### config.mk
export PLATFORM = sky130hd
export DESIGN_NAME = epc_counter
export DESIGN_NICKNAME = d
export VERILOG_FILES = /design/src/rtl/epc_pkg.sv /design/src/rtl/epc_counter.sv
export SDC_FILE = /design/constraint.sdc
export NUM_CORES = 1
export LEC_CHECK = 0
export BUFFER_PORTS_ARGS = -buffer_cell sky130_fd_sc_hd__buf_2
export CORE_MARGIN = 2
export CORE_UTILIZATION = 37
export DETAILED_ROUTE_END_ITERATION = 10
export PLACE_DENSITY = 0.59
export SLEW_MARGIN = 20
export SYNTH_ARGS = -nofsm -noshare
export SYNTH_HDL_FRONTEND = slang
export SYNTH_SLANG_ARGS = --single-unit
export TNS_END_PERCENT = 100
### constraint.sdc
create_clock -name mclk -period 9.5 [get_ports mclk]
set_clock_uncertainty 0.1 [all_clocks]
set_input_delay 0.475 -clock mclk [delete_from_list [all_inputs] [get_ports mclk]]
set_output_delay 0.475 -clock mclk [all_outputs]
set_load 0.01 [all_outputs]
### src/rtl/epc_pkg.sv
package epc_pkg;

    // Counter timebase.
    localparam int CLK_MHZ       = 100;
    localparam int CLK_PERIOD_NS = 1000 / CLK_MHZ;

    // Optional noise filter: least stable time of a pin before it is taken.
    localparam int FILT_TIME_NS = 100;
    localparam int FILT_CYCLES  = (FILT_TIME_NS + CLK_PERIOD_NS - 1) / CLK_PERIOD_NS;
    localparam logic [3:0] FILT_LAST = 4'(FILT_CYCLES - 1);

    // Sample buffer.
    localparam int FIFO_DEPTH = 16;
    localparam int FIFO_AW    = 4;

    // Register byte offsets.
    localparam logic [7:0] OFS_CTRL   = 8'h00;
    localparam logic [7:0] OFS_INIT   = 8'h04;
    localparam logic [7:0] OFS_RELOAD = 8'h08;
    localparam logic [7:0] OFS_COUNT  = 8'h0C;
    localparam logic [7:0] OFS_STATUS = 8'h10;
    localparam logic [7:0] OFS_FIFO   = 8'h14;
    localparam logic [7:0] OFS_CMD    = 8'h18;

    // Command and status bit positions.
    localparam int CMD_START  = 0;
    localparam int CMD_STOP   = 1;
    localparam int STS_CLR_OV = 2;

    // Values after reset.
    localparam logic [31:0] INIT_RESET   = 32'h0000_0000;
    localparam logic [31:0] RELOAD_RESET = 32'h0000_0000;

    // Decoding types.
    typedef enum logic [1:0] {
        DEC_TWO_PULSE,
        DEC_X1,
        DEC_X2,
        DEC_X4
    } epc_decode_t;

    // Run states.
    typedef enum logic [1:0] {
        RUN_IDLE,
        RUN_ARMWAIT,
        RUN_COUNT
    } epc_run_t;

    // Configuration word, bit 0 upward: filter, decode, index, selects, arm, sample.
    typedef struct packed {
        logic [1:0]  sclk_src;
        logic        sclk_rise;
        logic        sclk_mode;
        logic [1:0]  arm_trigger_source;
        logic        arm_trigger_polarity;
        logic        arm_trigger_kind;
        logic [1:0]  index_input_select;
        logic [1:0]  phase_b_input_select;
        logic [1:0]  phase_a_input_select;
        logic [1:0]  z_phase;
        logic        z_enable;
        epc_decode_t decode;
        logic        filt_en;
    } epc_cfg_t;

    localparam epc_cfg_t CFG_RESET = 20'h00000;

endpackage

### src/rtl/epc_counter.sv
// Implementation choices: the register addresses and strobed register access.
`timescale 1ns/10ps
module epc_counter
    import epc_pkg::*;
(
    // Clock and reset.
    input  wire logic        mclk,
    input  wire logic        arst_n,
    // Register port.
    input  wire logic [7:0]  addr,
    input  wire logic [31:0] wdata,
    input  wire logic        wr_stb,
    input  wire logic        rd_stb,
    output logic      [31:0] rdata_q,
    // Encoder, trigger and sample clock pins.
    input  wire logic [3:0]  programmable_function_input,
    // Live position.
    output logic      [31:0] position_q
);

    // Picks one of the four conditioned pins.
    function automatic logic pick(input logic [3:0] v, input logic [1:0] s);
        pick = v[s];
    endfunction

    logic [3:0]  meta_q;
    logic [3:0]  sync_q;
    logic [3:0]  filt_q;
    logic [3:0]  prev_q;
    logic [3:0]  fcnt_q [4];
    epc_cfg_t    cfg_q;
    logic [31:0] init_q;
    logic [31:0] reload_q;
    epc_run_t    run_q;
    logic [31:0] mem [FIFO_DEPTH];
    logic [FIFO_AW-1:0] wr_ptr_q;
    logic [FIFO_AW-1:0] rd_ptr_q;
    logic [FIFO_AW:0]   level_q;
    logic        ovf_q;
    logic        a_cur;
    logic        a_old;
    logic        b_cur;
    logic        b_old;
    logic        z_cur;
    logic        a_rise;
    logic        a_fall;
    logic        b_rise;
    logic        a_chg;
    logic        b_chg;
    logic        step_up;
    logic        step_dn;
    logic        phase_hit;
    logic        arm_hit;
    logic        sclk_hit;
    logic        cmd_wr;
    logic        start;
    logic        stop;
    logic        counting;
    logic        full;
    logic        push;
    logic        pop;

    // Two-stage synchronizer; only the second stage is read by logic.
    always_ff @(posedge mclk or negedge arst_n) begin
        if (!arst_n) begin
            meta_q <= 4'h0;
            sync_q <= 4'h0;
        end else begin
            meta_q <= programmable_function_input;
            sync_q <= meta_q;
        end
    end

    // Noise filter: a pin is taken once stable for the filter time.
    always_ff @(posedge mclk or negedge arst_n) begin
        if (!arst_n) begin
            filt_q <= 4'h0;
            for (int i = 0; i < 4; i++) begin
                fcnt_q[i] <= 4'h0;
            end
        end else begin
            for (int i = 0; i < 4; i++) begin
                if (!cfg_q.filt_en) begin
                    filt_q[i] <= sync_q[i];
                    fcnt_q[i] <= 4'h0;
                end else if (sync_q[i] == filt_q[i]) begin
                    fcnt_q[i] <= 4'h0;
                end else if (fcnt_q[i] == FILT_LAST) begin
                    filt_q[i] <= sync_q[i];
                    fcnt_q[i] <= 4'h0;
                end else begin
                    fcnt_q[i] <= fcnt_q[i] + 4'h1;
                end
            end
        end
    end

    // Previous levels for edge detection in the timebase domain.
    always_ff @(posedge mclk or negedge arst_n) begin
        if (!arst_n) begin
            prev_q <= 4'h0;
        end else begin
            prev_q <= filt_q;
        end
    end

    // Channel routing and edges.
    assign a_cur  = pick(filt_q, cfg_q.phase_a_input_select);
    assign a_old  = pick(prev_q, cfg_q.phase_a_input_select);
    assign b_cur  = pick(filt_q, cfg_q.phase_b_input_select);
    assign b_old  = pick(prev_q, cfg_q.phase_b_input_select);
    assign z_cur  = pick(filt_q, cfg_q.index_input_select);
    assign a_rise = a_cur & ~a_old;
    assign a_fall = ~a_cur & a_old;
    assign b_rise = b_cur & ~b_old;
    assign a_chg  = a_cur ^ a_old;
    assign b_chg  = b_cur ^ b_old;

    // Step decoder for the selected decoding type.
    always_comb begin
        step_up = 1'b0;
        step_dn = 1'b0;
        unique case (cfg_q.decode)
            DEC_TWO_PULSE: begin
                step_up = a_rise & ~b_rise;
                step_dn = b_rise & ~a_rise;
            end
            DEC_X1: begin
                step_up = a_rise & ~b_cur;
                step_dn = a_fall & ~b_cur;
            end
            DEC_X2: begin
                if (a_chg && !b_chg) begin
                    step_up = a_cur ^ b_cur;
                    step_dn = ~(a_cur ^ b_cur);
                end
            end
            DEC_X4: begin
                if (a_chg && !b_chg) begin
                    step_up = a_cur ^ b_cur;
                    step_dn = ~(a_cur ^ b_cur);
                end else if (b_chg && !a_chg) begin
                    step_up = ~(a_cur ^ b_cur);
                    step_dn = a_cur ^ b_cur;
                end
            end
        endcase
    end

    // Reload phase: Z high while {B, A} equals the configured pair.
    assign phase_hit = cfg_q.z_enable & z_cur
                     & ({b_cur, a_cur} == cfg_q.z_phase);

    // Arm trigger and sample clock edges.
    always_comb begin
        arm_hit = 1'b0;
        sclk_hit = 1'b0;
        if (cfg_q.arm_trigger_polarity) begin
            arm_hit = pick(filt_q, cfg_q.arm_trigger_source)
                    & ~pick(prev_q, cfg_q.arm_trigger_source);
        end else begin
            arm_hit = ~pick(filt_q, cfg_q.arm_trigger_source)
                    & pick(prev_q, cfg_q.arm_trigger_source);
        end
        if (cfg_q.sclk_rise) begin
            sclk_hit = pick(filt_q, cfg_q.sclk_src) & ~pick(prev_q, cfg_q.sclk_src);
        end else begin
            sclk_hit = ~pick(filt_q, cfg_q.sclk_src) & pick(prev_q, cfg_q.sclk_src);
        end
    end

    // Commands.
    assign cmd_wr   = wr_stb & (addr == OFS_CMD);
    assign start    = cmd_wr & wdata[CMD_START];
    assign stop     = cmd_wr & wdata[CMD_STOP];
    assign counting = (run_q == RUN_COUNT);

    // Configuration registers.
    always_ff @(posedge mclk or negedge arst_n) begin
        if (!arst_n) begin
            cfg_q    <= CFG_RESET;
            init_q   <= INIT_RESET;
            reload_q <= RELOAD_RESET;
        end else if (wr_stb) begin
            if (addr == OFS_CTRL) begin
                cfg_q <= epc_cfg_t'(wdata[19:0]);
            end
            if (addr == OFS_INIT) begin
                init_q <= wdata;
            end
            if (addr == OFS_RELOAD) begin
                reload_q <= wdata;
            end
        end
    end

    // Run control: start arms or counts at once; stop returns to idle.
    always_ff @(posedge mclk or negedge arst_n) begin
        if (!arst_n) begin
            run_q <= RUN_IDLE;
        end else if (stop) begin
            run_q <= RUN_IDLE;
        end else if (start) begin
            run_q <= cfg_q.arm_trigger_kind ? RUN_ARMWAIT : RUN_COUNT;
        end else if (run_q == RUN_ARMWAIT && arm_hit) begin
            run_q <= RUN_COUNT;
        end
    end

    // Position counter; a step wins over a reload in the same cycle.
    always_ff @(posedge mclk or negedge arst_n) begin
        if (!arst_n) begin
            position_q <= 32'h0000_0000;
        end else if (start) begin
            position_q <= init_q;
        end else if (counting && !stop) begin
            if (step_up) begin
                position_q <= position_q + 32'h0000_0001;
            end else if (step_dn) begin
                position_q <= position_q - 32'h0000_0001;
            end else if (phase_hit) begin
                position_q <= reload_q;
            end
        end
    end

    // Sample buffer control.
    assign full = (level_q == (FIFO_AW + 1)'(FIFO_DEPTH));
    assign push = counting & cfg_q.sclk_mode & sclk_hit & ~full & ~start;
    assign pop  = rd_stb & (addr == OFS_FIFO) & (level_q != '0);

    // Buffer storage.
    always_ff @(posedge mclk) begin
        if (push) begin
            mem[wr_ptr_q] <= position_q;
        end
    end

    // Buffer pointers; start flushes old samples.
    always_ff @(posedge mclk or negedge arst_n) begin
        if (!arst_n) begin
            wr_ptr_q <= '0;
            rd_ptr_q <= '0;
            level_q  <= '0;
        end else if (start) begin
            wr_ptr_q <= '0;
            rd_ptr_q <= '0;
            level_q  <= '0;
        end else begin
            if (push) begin
                wr_ptr_q <= wr_ptr_q + 1'b1;
            end
            if (pop) begin
                rd_ptr_q <= rd_ptr_q + 1'b1;
            end
            if (push && !pop) begin
                level_q <= level_q + 1'b1;
            end else if (pop && !push) begin
                level_q <= level_q - 1'b1;
            end
        end
    end

    // Overflow flag: a lost sample sets it; setting wins over clearing.
    always_ff @(posedge mclk or negedge arst_n) begin
        if (!arst_n) begin
            ovf_q <= 1'b0;
        end else if (counting && cfg_q.sclk_mode && sclk_hit && full) begin
            ovf_q <= 1'b1;
        end else if (wr_stb && addr == OFS_STATUS && wdata[STS_CLR_OV]) begin
            ovf_q <= 1'b0;
        end
    end

    // Read data stand for one cycle after the read strobe only.
    always_ff @(posedge mclk or negedge arst_n) begin
        if (!arst_n) begin
            rdata_q <= 32'h0000_0000;
        end else begin
            rdata_q <= 32'h0000_0000;
            if (rd_stb) begin
                case (addr)
                    OFS_CTRL:   rdata_q <= {12'h000, cfg_q};
                    OFS_INIT:   rdata_q <= init_q;
                    OFS_RELOAD: rdata_q <= reload_q;
                    OFS_COUNT:  rdata_q <= position_q;
                    OFS_STATUS: rdata_q <= {24'h000000, level_q, ovf_q,
                                            run_q == RUN_ARMWAIT, counting};
                    OFS_FIFO:   rdata_q <= pop ? mem[rd_ptr_q] : 32'h0000_0000;
                    default:    rdata_q <= 32'h0000_0000;
                endcase
            end
        end
    end
endmodule // epc_counter

Word-level counts from Yosys, hierarchy flattened

Memories as Yosys holds them, arrays and structs flattened.
Index checks and enable logic that the tools add are counted.
Widths: inputs -> output; s select.

$add $sub $neg: 10
Order comparisons: 5
Eq/ne operators: 29
Muxes and demuxes: 75
Bitwise operators: 38
Reductions and logical operators: 34

Operators with widths:

| cell                  | number |
|---|---|
| $mux 32               | 7 |
| $pmux 32 s6           | 1 |
| $mux 4                | 16 |
| $mux 1                | 33 |
| $add 32x1->32 const B | 1 |
| $sub 32x1->32 const B | 1 |
| $add 4x1->4 const B   | 6 |
| $eq 8x5->1 const B    | 3 |
| $and 1x1->1           | 22 |
| $bmux 1 s2            | 9 |
| $eq 4x4->1 const B    | 4 |
| $eq 8x4->1 const B    | 2 |
| $reduce_and 2->1      | 8 |
| $lt 2x3->1 const B    | 5 |
| $mux 5                | 3 |
| $not 1->1             | 13 |
| $logic_and 1x1->1     | 11 |
| $eq 8x3->1 const B    | 1 |
| $logic_not 8->1       | 1 |
| $mux 2                | 4 |
| $ne 2x1->1 const B    | 4 |
| $ne 2x2->1 const B    | 4 |
| $pmux 1 s4            | 2 |
| $reduce_bool 2->1     | 4 |
| 13 further kinds      | 26 |

Flip-flop bits (word level): 196
Memory bits (writable): 512
Bits of input ports: 48
Output and inout bits: 64
Word-level logic and storage cells: 225
Memories kept: 1

Memory list:

| name | depth | width | rd ports | clocked after Yosys merged registers in | write ports | line              | source |
|---|---|---|---|---|---|---|---|
| mem  | 16    | 32    | 1        | 0                                       | 1           | epc_counter.sv:35 | `logic [31:0] mem [FIFO_DEPTH];` |

Logic depth before layout (Yosys ltp)

Depth in word-level cells: 13
Depth in mapped cells: 13
Depth with buffers taken out: 13

Worst setup path before layout

No wires, ideal clock.

Path kind: register to register
Start: register cfg_q[18] in the netlist's numbering
End: memory mem[1][0] (enable)
Setup time: 0.461 ns
Data arrival time: 4.319 ns
Required time: 8.939 ns
Path slack: 4.620 ns
Stages on the path, launching flop included: 7
Path buffers: 0
Clock period less this slack: 4.880 ns
Path through: dfrtp_1 mux4_2 or3b_1 a221oi_4 and2_1 nand2_1 nor3_1

Word-level cells in the longest chain between the ends: 10
Elaborated cells on any way between the ends: 14
Classes of those cells: 7 x mux; 7 x bitwise

RTL lines:

| what                             | line                                   | source |
|---|---|---|
| start, declared                  | epc_counter.sv:31                      | `epc_cfg_t cfg_q;` |
| start signal, assigned           | epc_counter.sv:186                     | `cfg_q <= epc_cfg_t'(wdata[19:0]);` |
| $bmux 1 s2                       | epc_counter.sv:23                      | `pick = v[s];` |
| $mux 1 (implied by the code)     | epc_counter.sv:23                      |  |
| $not 1->1 (on tied branches)     | epc_counter.sv:168, epc_counter.sv:166 |  |
| $and 1x1->1 (on tied branches)   | epc_counter.sv:168, epc_counter.sv:166 |  |
| $mux 1 (*)                       | epc_counter.sv:165                     | `if (cfg_q.sclk_rise) begin` |
| $and 1x1->1 (*) (3 in series)    | epc_counter.sv:229                     | `assign push = counting & cfg_q.sclk_mode & sclk_hit & ~full & ~start;` |
| $mux 1 (*)                       | epc_counter.sv:234                     | `if (push) begin` |
| $mux 1 (implied by the code) (*) | epc_counter.sv:235                     | `mem[wr_ptr_q] <= position_q;` |
| end, declared                    | epc_counter.sv:35                      |  |

Mark *: on every way between the ends. The rest lies on a longest branch, timed or not. The select of a mux whose other input is x is not followed.

Worst setup path after layout

Start: register cfg_q[18] in the netlist's numbering
End: register level_q[4]

Word-level cells in the longest chain between the ends: 11
Elaborated cells on any way between the ends: 18
Classes of those cells: 7 x mux; 7 x bitwise; 4 x reduce/logical

RTL lines:

| what                                                        | line                                   | source |
|---|---|---|
| $bmux 1 s2                                                  | epc_counter.sv:23                      |  |
| $mux 1 (implied by the code)                                | epc_counter.sv:23                      |  |
| $not 1->1 (on tied branches)                                | epc_counter.sv:168, epc_counter.sv:166 |  |
| $and 1x1->1 (on tied branches)                              | epc_counter.sv:168, epc_counter.sv:166 |  |
| $mux 1 (*)                                                  | epc_counter.sv:165                     |  |
| $and 1x1->1 (*) (3 in series)                               | epc_counter.sv:229                     |  |
| $logic_and 1x1->1 / $logic_not 1->1 (equally long branches) | epc_counter.sv:256, epc_counter.sv:258 |  |
| $mux 5 / $logic_and 1x1->1 (equally long branches)          | epc_counter.sv:256, epc_counter.sv:258 |  |
| $mux 5 / $reduce_bool 3->1 (equally long branches)          | -                                      |  |
| end signal, assigned                                        | epc_counter.sv:257                     | `level_q <= level_q + 1'b1;` |
| end signal, assigned                                        | epc_counter.sv:259                     | `level_q <= level_q - 1'b1;` |
| end, declared                                               | epc_counter.sv:38                      | `logic [FIFO_AW:0] level_q;` |

Marked as above.
A chain may end at the register's enable or synchronous reset.

==> impl_metrics.yaml <==
status:
  status: "completed"
critical_path:
  cp_max_fo: 9
  critical_path_buf_inv_count: 0
  critPathMostFrequentCell: "nor2_1"
  crit_slowest_cell: "mux4_2"
  end_kind: "register"
  cpLargestDelayFamily: "compound AO/OA/AOI/OAI gates"
  start_kind: "register"
  slowest_delay_ns: 0.55
  worst_ep_required_time_ns: 9.87
  arrival_ns: 4.31
  crit_type: "register to register"
  crit_chain: "mux4_2 > or3b_1 > a221oi_4 > and2_1 > nand2b_1 > fa_1 > a21o_1 > a21oi_1 > nor2_1 > a22oi_1 > xnor2_1 > nor2_1"
timing:
  fmax_mhz: 254
  slew_violations: 0
  setup_violations: 0
  worst_pin_slew_ns: 1.18
  setup_ws_ns: 5.56
  whs_ns: 0.0274
  hold_viol: 0
  grt_setup_unrepaired: "false"
  setup_tns_ns: 0
  period_share: 0.415
  relSlewSlack: 0.208
  period_minus_slack_ns: 3.94
place:
  pre_cts_slack_ns: 5.55
  post_dp_cell_area_um2: 32300
  placed_cells_incl_taps: 2923
  portBuffers: 111
  hpwl_um: 51900
  gp_congestion: 0.921
floorplanning:
  core_area_um2: 80800
  core.rowCount: 104
  dieArea_um2: 84100
  dieHeight_um: 290
  io_pins: 112
  initial_core_util: 0.375
  fp.dieW_um: 290
routing:
  ant_nets: 0
  routed_via_density: 5.81
  drtIter0Drc: 2109
  wl_per_cell_um: 27.5
  vias: 17800
  wl_um: 84500
  drt_drc_violations_left: 0
  first_pass_iters: 7
clock_tree:
  clockRootBuffer: "clkbuf_16"
  cts_buffers: 75
  tritoncts: "yes"
  htreeDepth: 3
  clock_sinks: 708
  clock_path_buffers: 3
  insertion_delay_ns: 0.62
  clk_pin_slew_ns: 0.06
power:
  ir_drop_uv: 122
  switching_power_mw: 2.19
  p_leak_nw: 12.1
  comb_power_share: 0.125
  power_frac_seq: 0.513
  clockPowerShare: 0.362
  total_power_mw: 7.95
  p_int_mw: 5.77
  power_density_nw_per_um2: 229
  netSwitchingFraction: 0.275
synthesis:
  syn_area_um2: 30300
  synthArstFlopShare: 0.277
  yosys-top-cells-count: "512 x edfxtp_1, 196 x dfrtp_1, 168 x mux4_2, 111 x mux2_2, 108 x nand2_1"
  yosys.area_share.simple: 0.0574
  synthCells: 1804
  synth-main-ff-cell: "edfxtp_1"
  synth_compound_area_frac: 0.0603
  synth_most_common_cell: "edfxtp_1"
  syn-mean-instance-area_um2: 16.8
  synthTopCellsByArea: "edfxtp_1 51%, dfrtp_1 16%, mux4_2 13%"
  synthMuxAreaShare: 0.170
  synth_fp_nets: 1875
  yosysTopAreaCell: "edfxtp_1"
  ys_types: 90
  ys_ff_latch: 708
  synth_adder_area_share: 0.00976
  yosysSeqAreaShare: 0.670
  netlist.area_leader.share: 0.508
  synth-warning-count: 0
  synth_xor_area_frac: 0.0145
  synth_top_family_by_area: "multiplexers"
  synth_edf_count: 512
finish:
  diodes: 0
  stdcell_area_um2: 34800
  final_nets: 2022
  instances_no_fill: 3066
  drive_gt1_frac: 0.303
  area_delta_synth_final_pct: 15.0
  final_util: 0.431
grt:
  grt_pass1_vias: 18200
  grt_pass1_wl_um: 125000
  overflow: 0
  antenna_found_initial: 3
  grt_max_degree: 78
  grtUsageTotal: 0.201
hold_path:
  hp-class: "input pin to register"
flow_run:
  drv_cap: 0
==> cells in the final DEF (no fill, tap or decap), types with 7 or more instances in the layout <==
cell and count:
a211oi_1 7, a21oi_1 43, a222oi_1 24, a22oi_1 27
a31oi_1 29, buf_2 111, buf_4 56, clkbuf_1 20
clkbuf_16 77, clkinv_1 11, clkinv_2 8, dfrtp_1 192
dlygate4sd3_1 11, edfxtp_1 512, ha_1 22, inv_1 25
mux2_2 111, mux4_2 168, nand2_1 108, nand2b_1 10
nand3_1 30, nand4_1 13, nor2_1 92, nor2_4 12
nor3_1 17, nor4_1 14, o21ai_0 28, o22ai_1 7
or3_1 11, xnor2_1 19, xor2_1 26
==> power by group through the flow <==
stage | clock network (mW) | logic, mW | registers (mW)
6_report | 2.88 | 0.991 | 4.08
5_1_grt | 3.05 | 1.08 | 4.11
3_5_place_dp | 0 | 0.987 | 4.14
4_1_cts | 2.94 | 0.995 | 4.08
2_1_floorplan | 0 | 0.598 | 4.00
3_3_place_gp | 0 | 0.968 | 4.11
==> metal layers <==
metal	global-route usage	up-vias	routed length, µm
met4	0.0683	2	2610
met3	0.0403	154	6430
li1	-	7495	-
met1	0.274	9401	34900
met2	0.322	775	40500
met5	0	-	13
==> logic make-up (layout without fill, tap and decap cells) <==
logic type / after synthesis / count (layout)
simple gates: 360 / 360
fa+ha+maj: 23 / 23
flops: 708 / 708
buf+inv: 136 / 338
mux: 288 / 288
xor+xnor: 47 / 47
compound gates: 242 / 242
==> worst reg2reg max path, stage by stage (launching register included) <==
cell and delay (ns):
dfrtp_1 0.47, mux4_2 0.55, or3b_1 0.42, a221oi_4 0.51, and2_1 0.29, nand2b_1 0.18, fa_1 0.44, a21o_1 0.19
a21oi_1 0.18, nor2_1 0.06, a22oi_1 0.19, xnor2_1 0.14, nor2_1 0.06
==> flip-flops by register name (all words and copies together), names as in the netlist <==
| signal | count |
|---|---|
| fcnt_q | 16 |
| prev_q | 4 |
| rd_ptr_q | 4 |
| position_q | 32 |
| rdata_q | 32 |
| reload_q | 32 |
| ovf_q | 1 |
| wr_ptr_q | 4 |
| run_q | 2 |
| level_q | 5 |
| sync_q | 4 |
| init_q | 32 |
| cfg_q | 20 |
| mem | 512 |
| meta_q | 4 |
| filt_q | 4 |
==> area by class of cell <==
class	instances	area (µm²)
timing repair buffer	181	1120
sequential	708	20300
inverter	25	93.8
tap	1060	1330
multi-input combinational	960	9570
clock buffer	101	2060
fill	7058	46000
clock inverter	31	340
==> what timing repair did <==
item	in CTS	in global routing
gates resized for setup	0	0
endpoints found under the hold margin	72	0
hold buffers	11	0
buffers inserted	0	0
==> worst paths after layout <==
path                       cells past startpoint  slack, ns                          to                   from
min in group asynchronous                      2       0.26       rdata_q[14]$_DFF_PN0_                 arst_n
hold / removal                                 2       0.03      init_q[13]$_DFFE_PN0P_              wdata[13]
hold reg to reg                                0       0.25         sync_q[1]$_DFF_PN0_    meta_q[1]$_DFF_PN0_
setup reg to reg                              12       5.56      level_q[4]$_DFFE_PN0P_  cfg_q[18]$_DFFE_PN0P_
setup / recovery                              12       5.56      level_q[4]$_DFFE_PN0P_  cfg_q[18]$_DFFE_PN0P_
max in group asynchronous                      4       7.05  position_q[29]$_DFFE_PN0P_                 arst_n
Power figures use the tool's default switching activity.
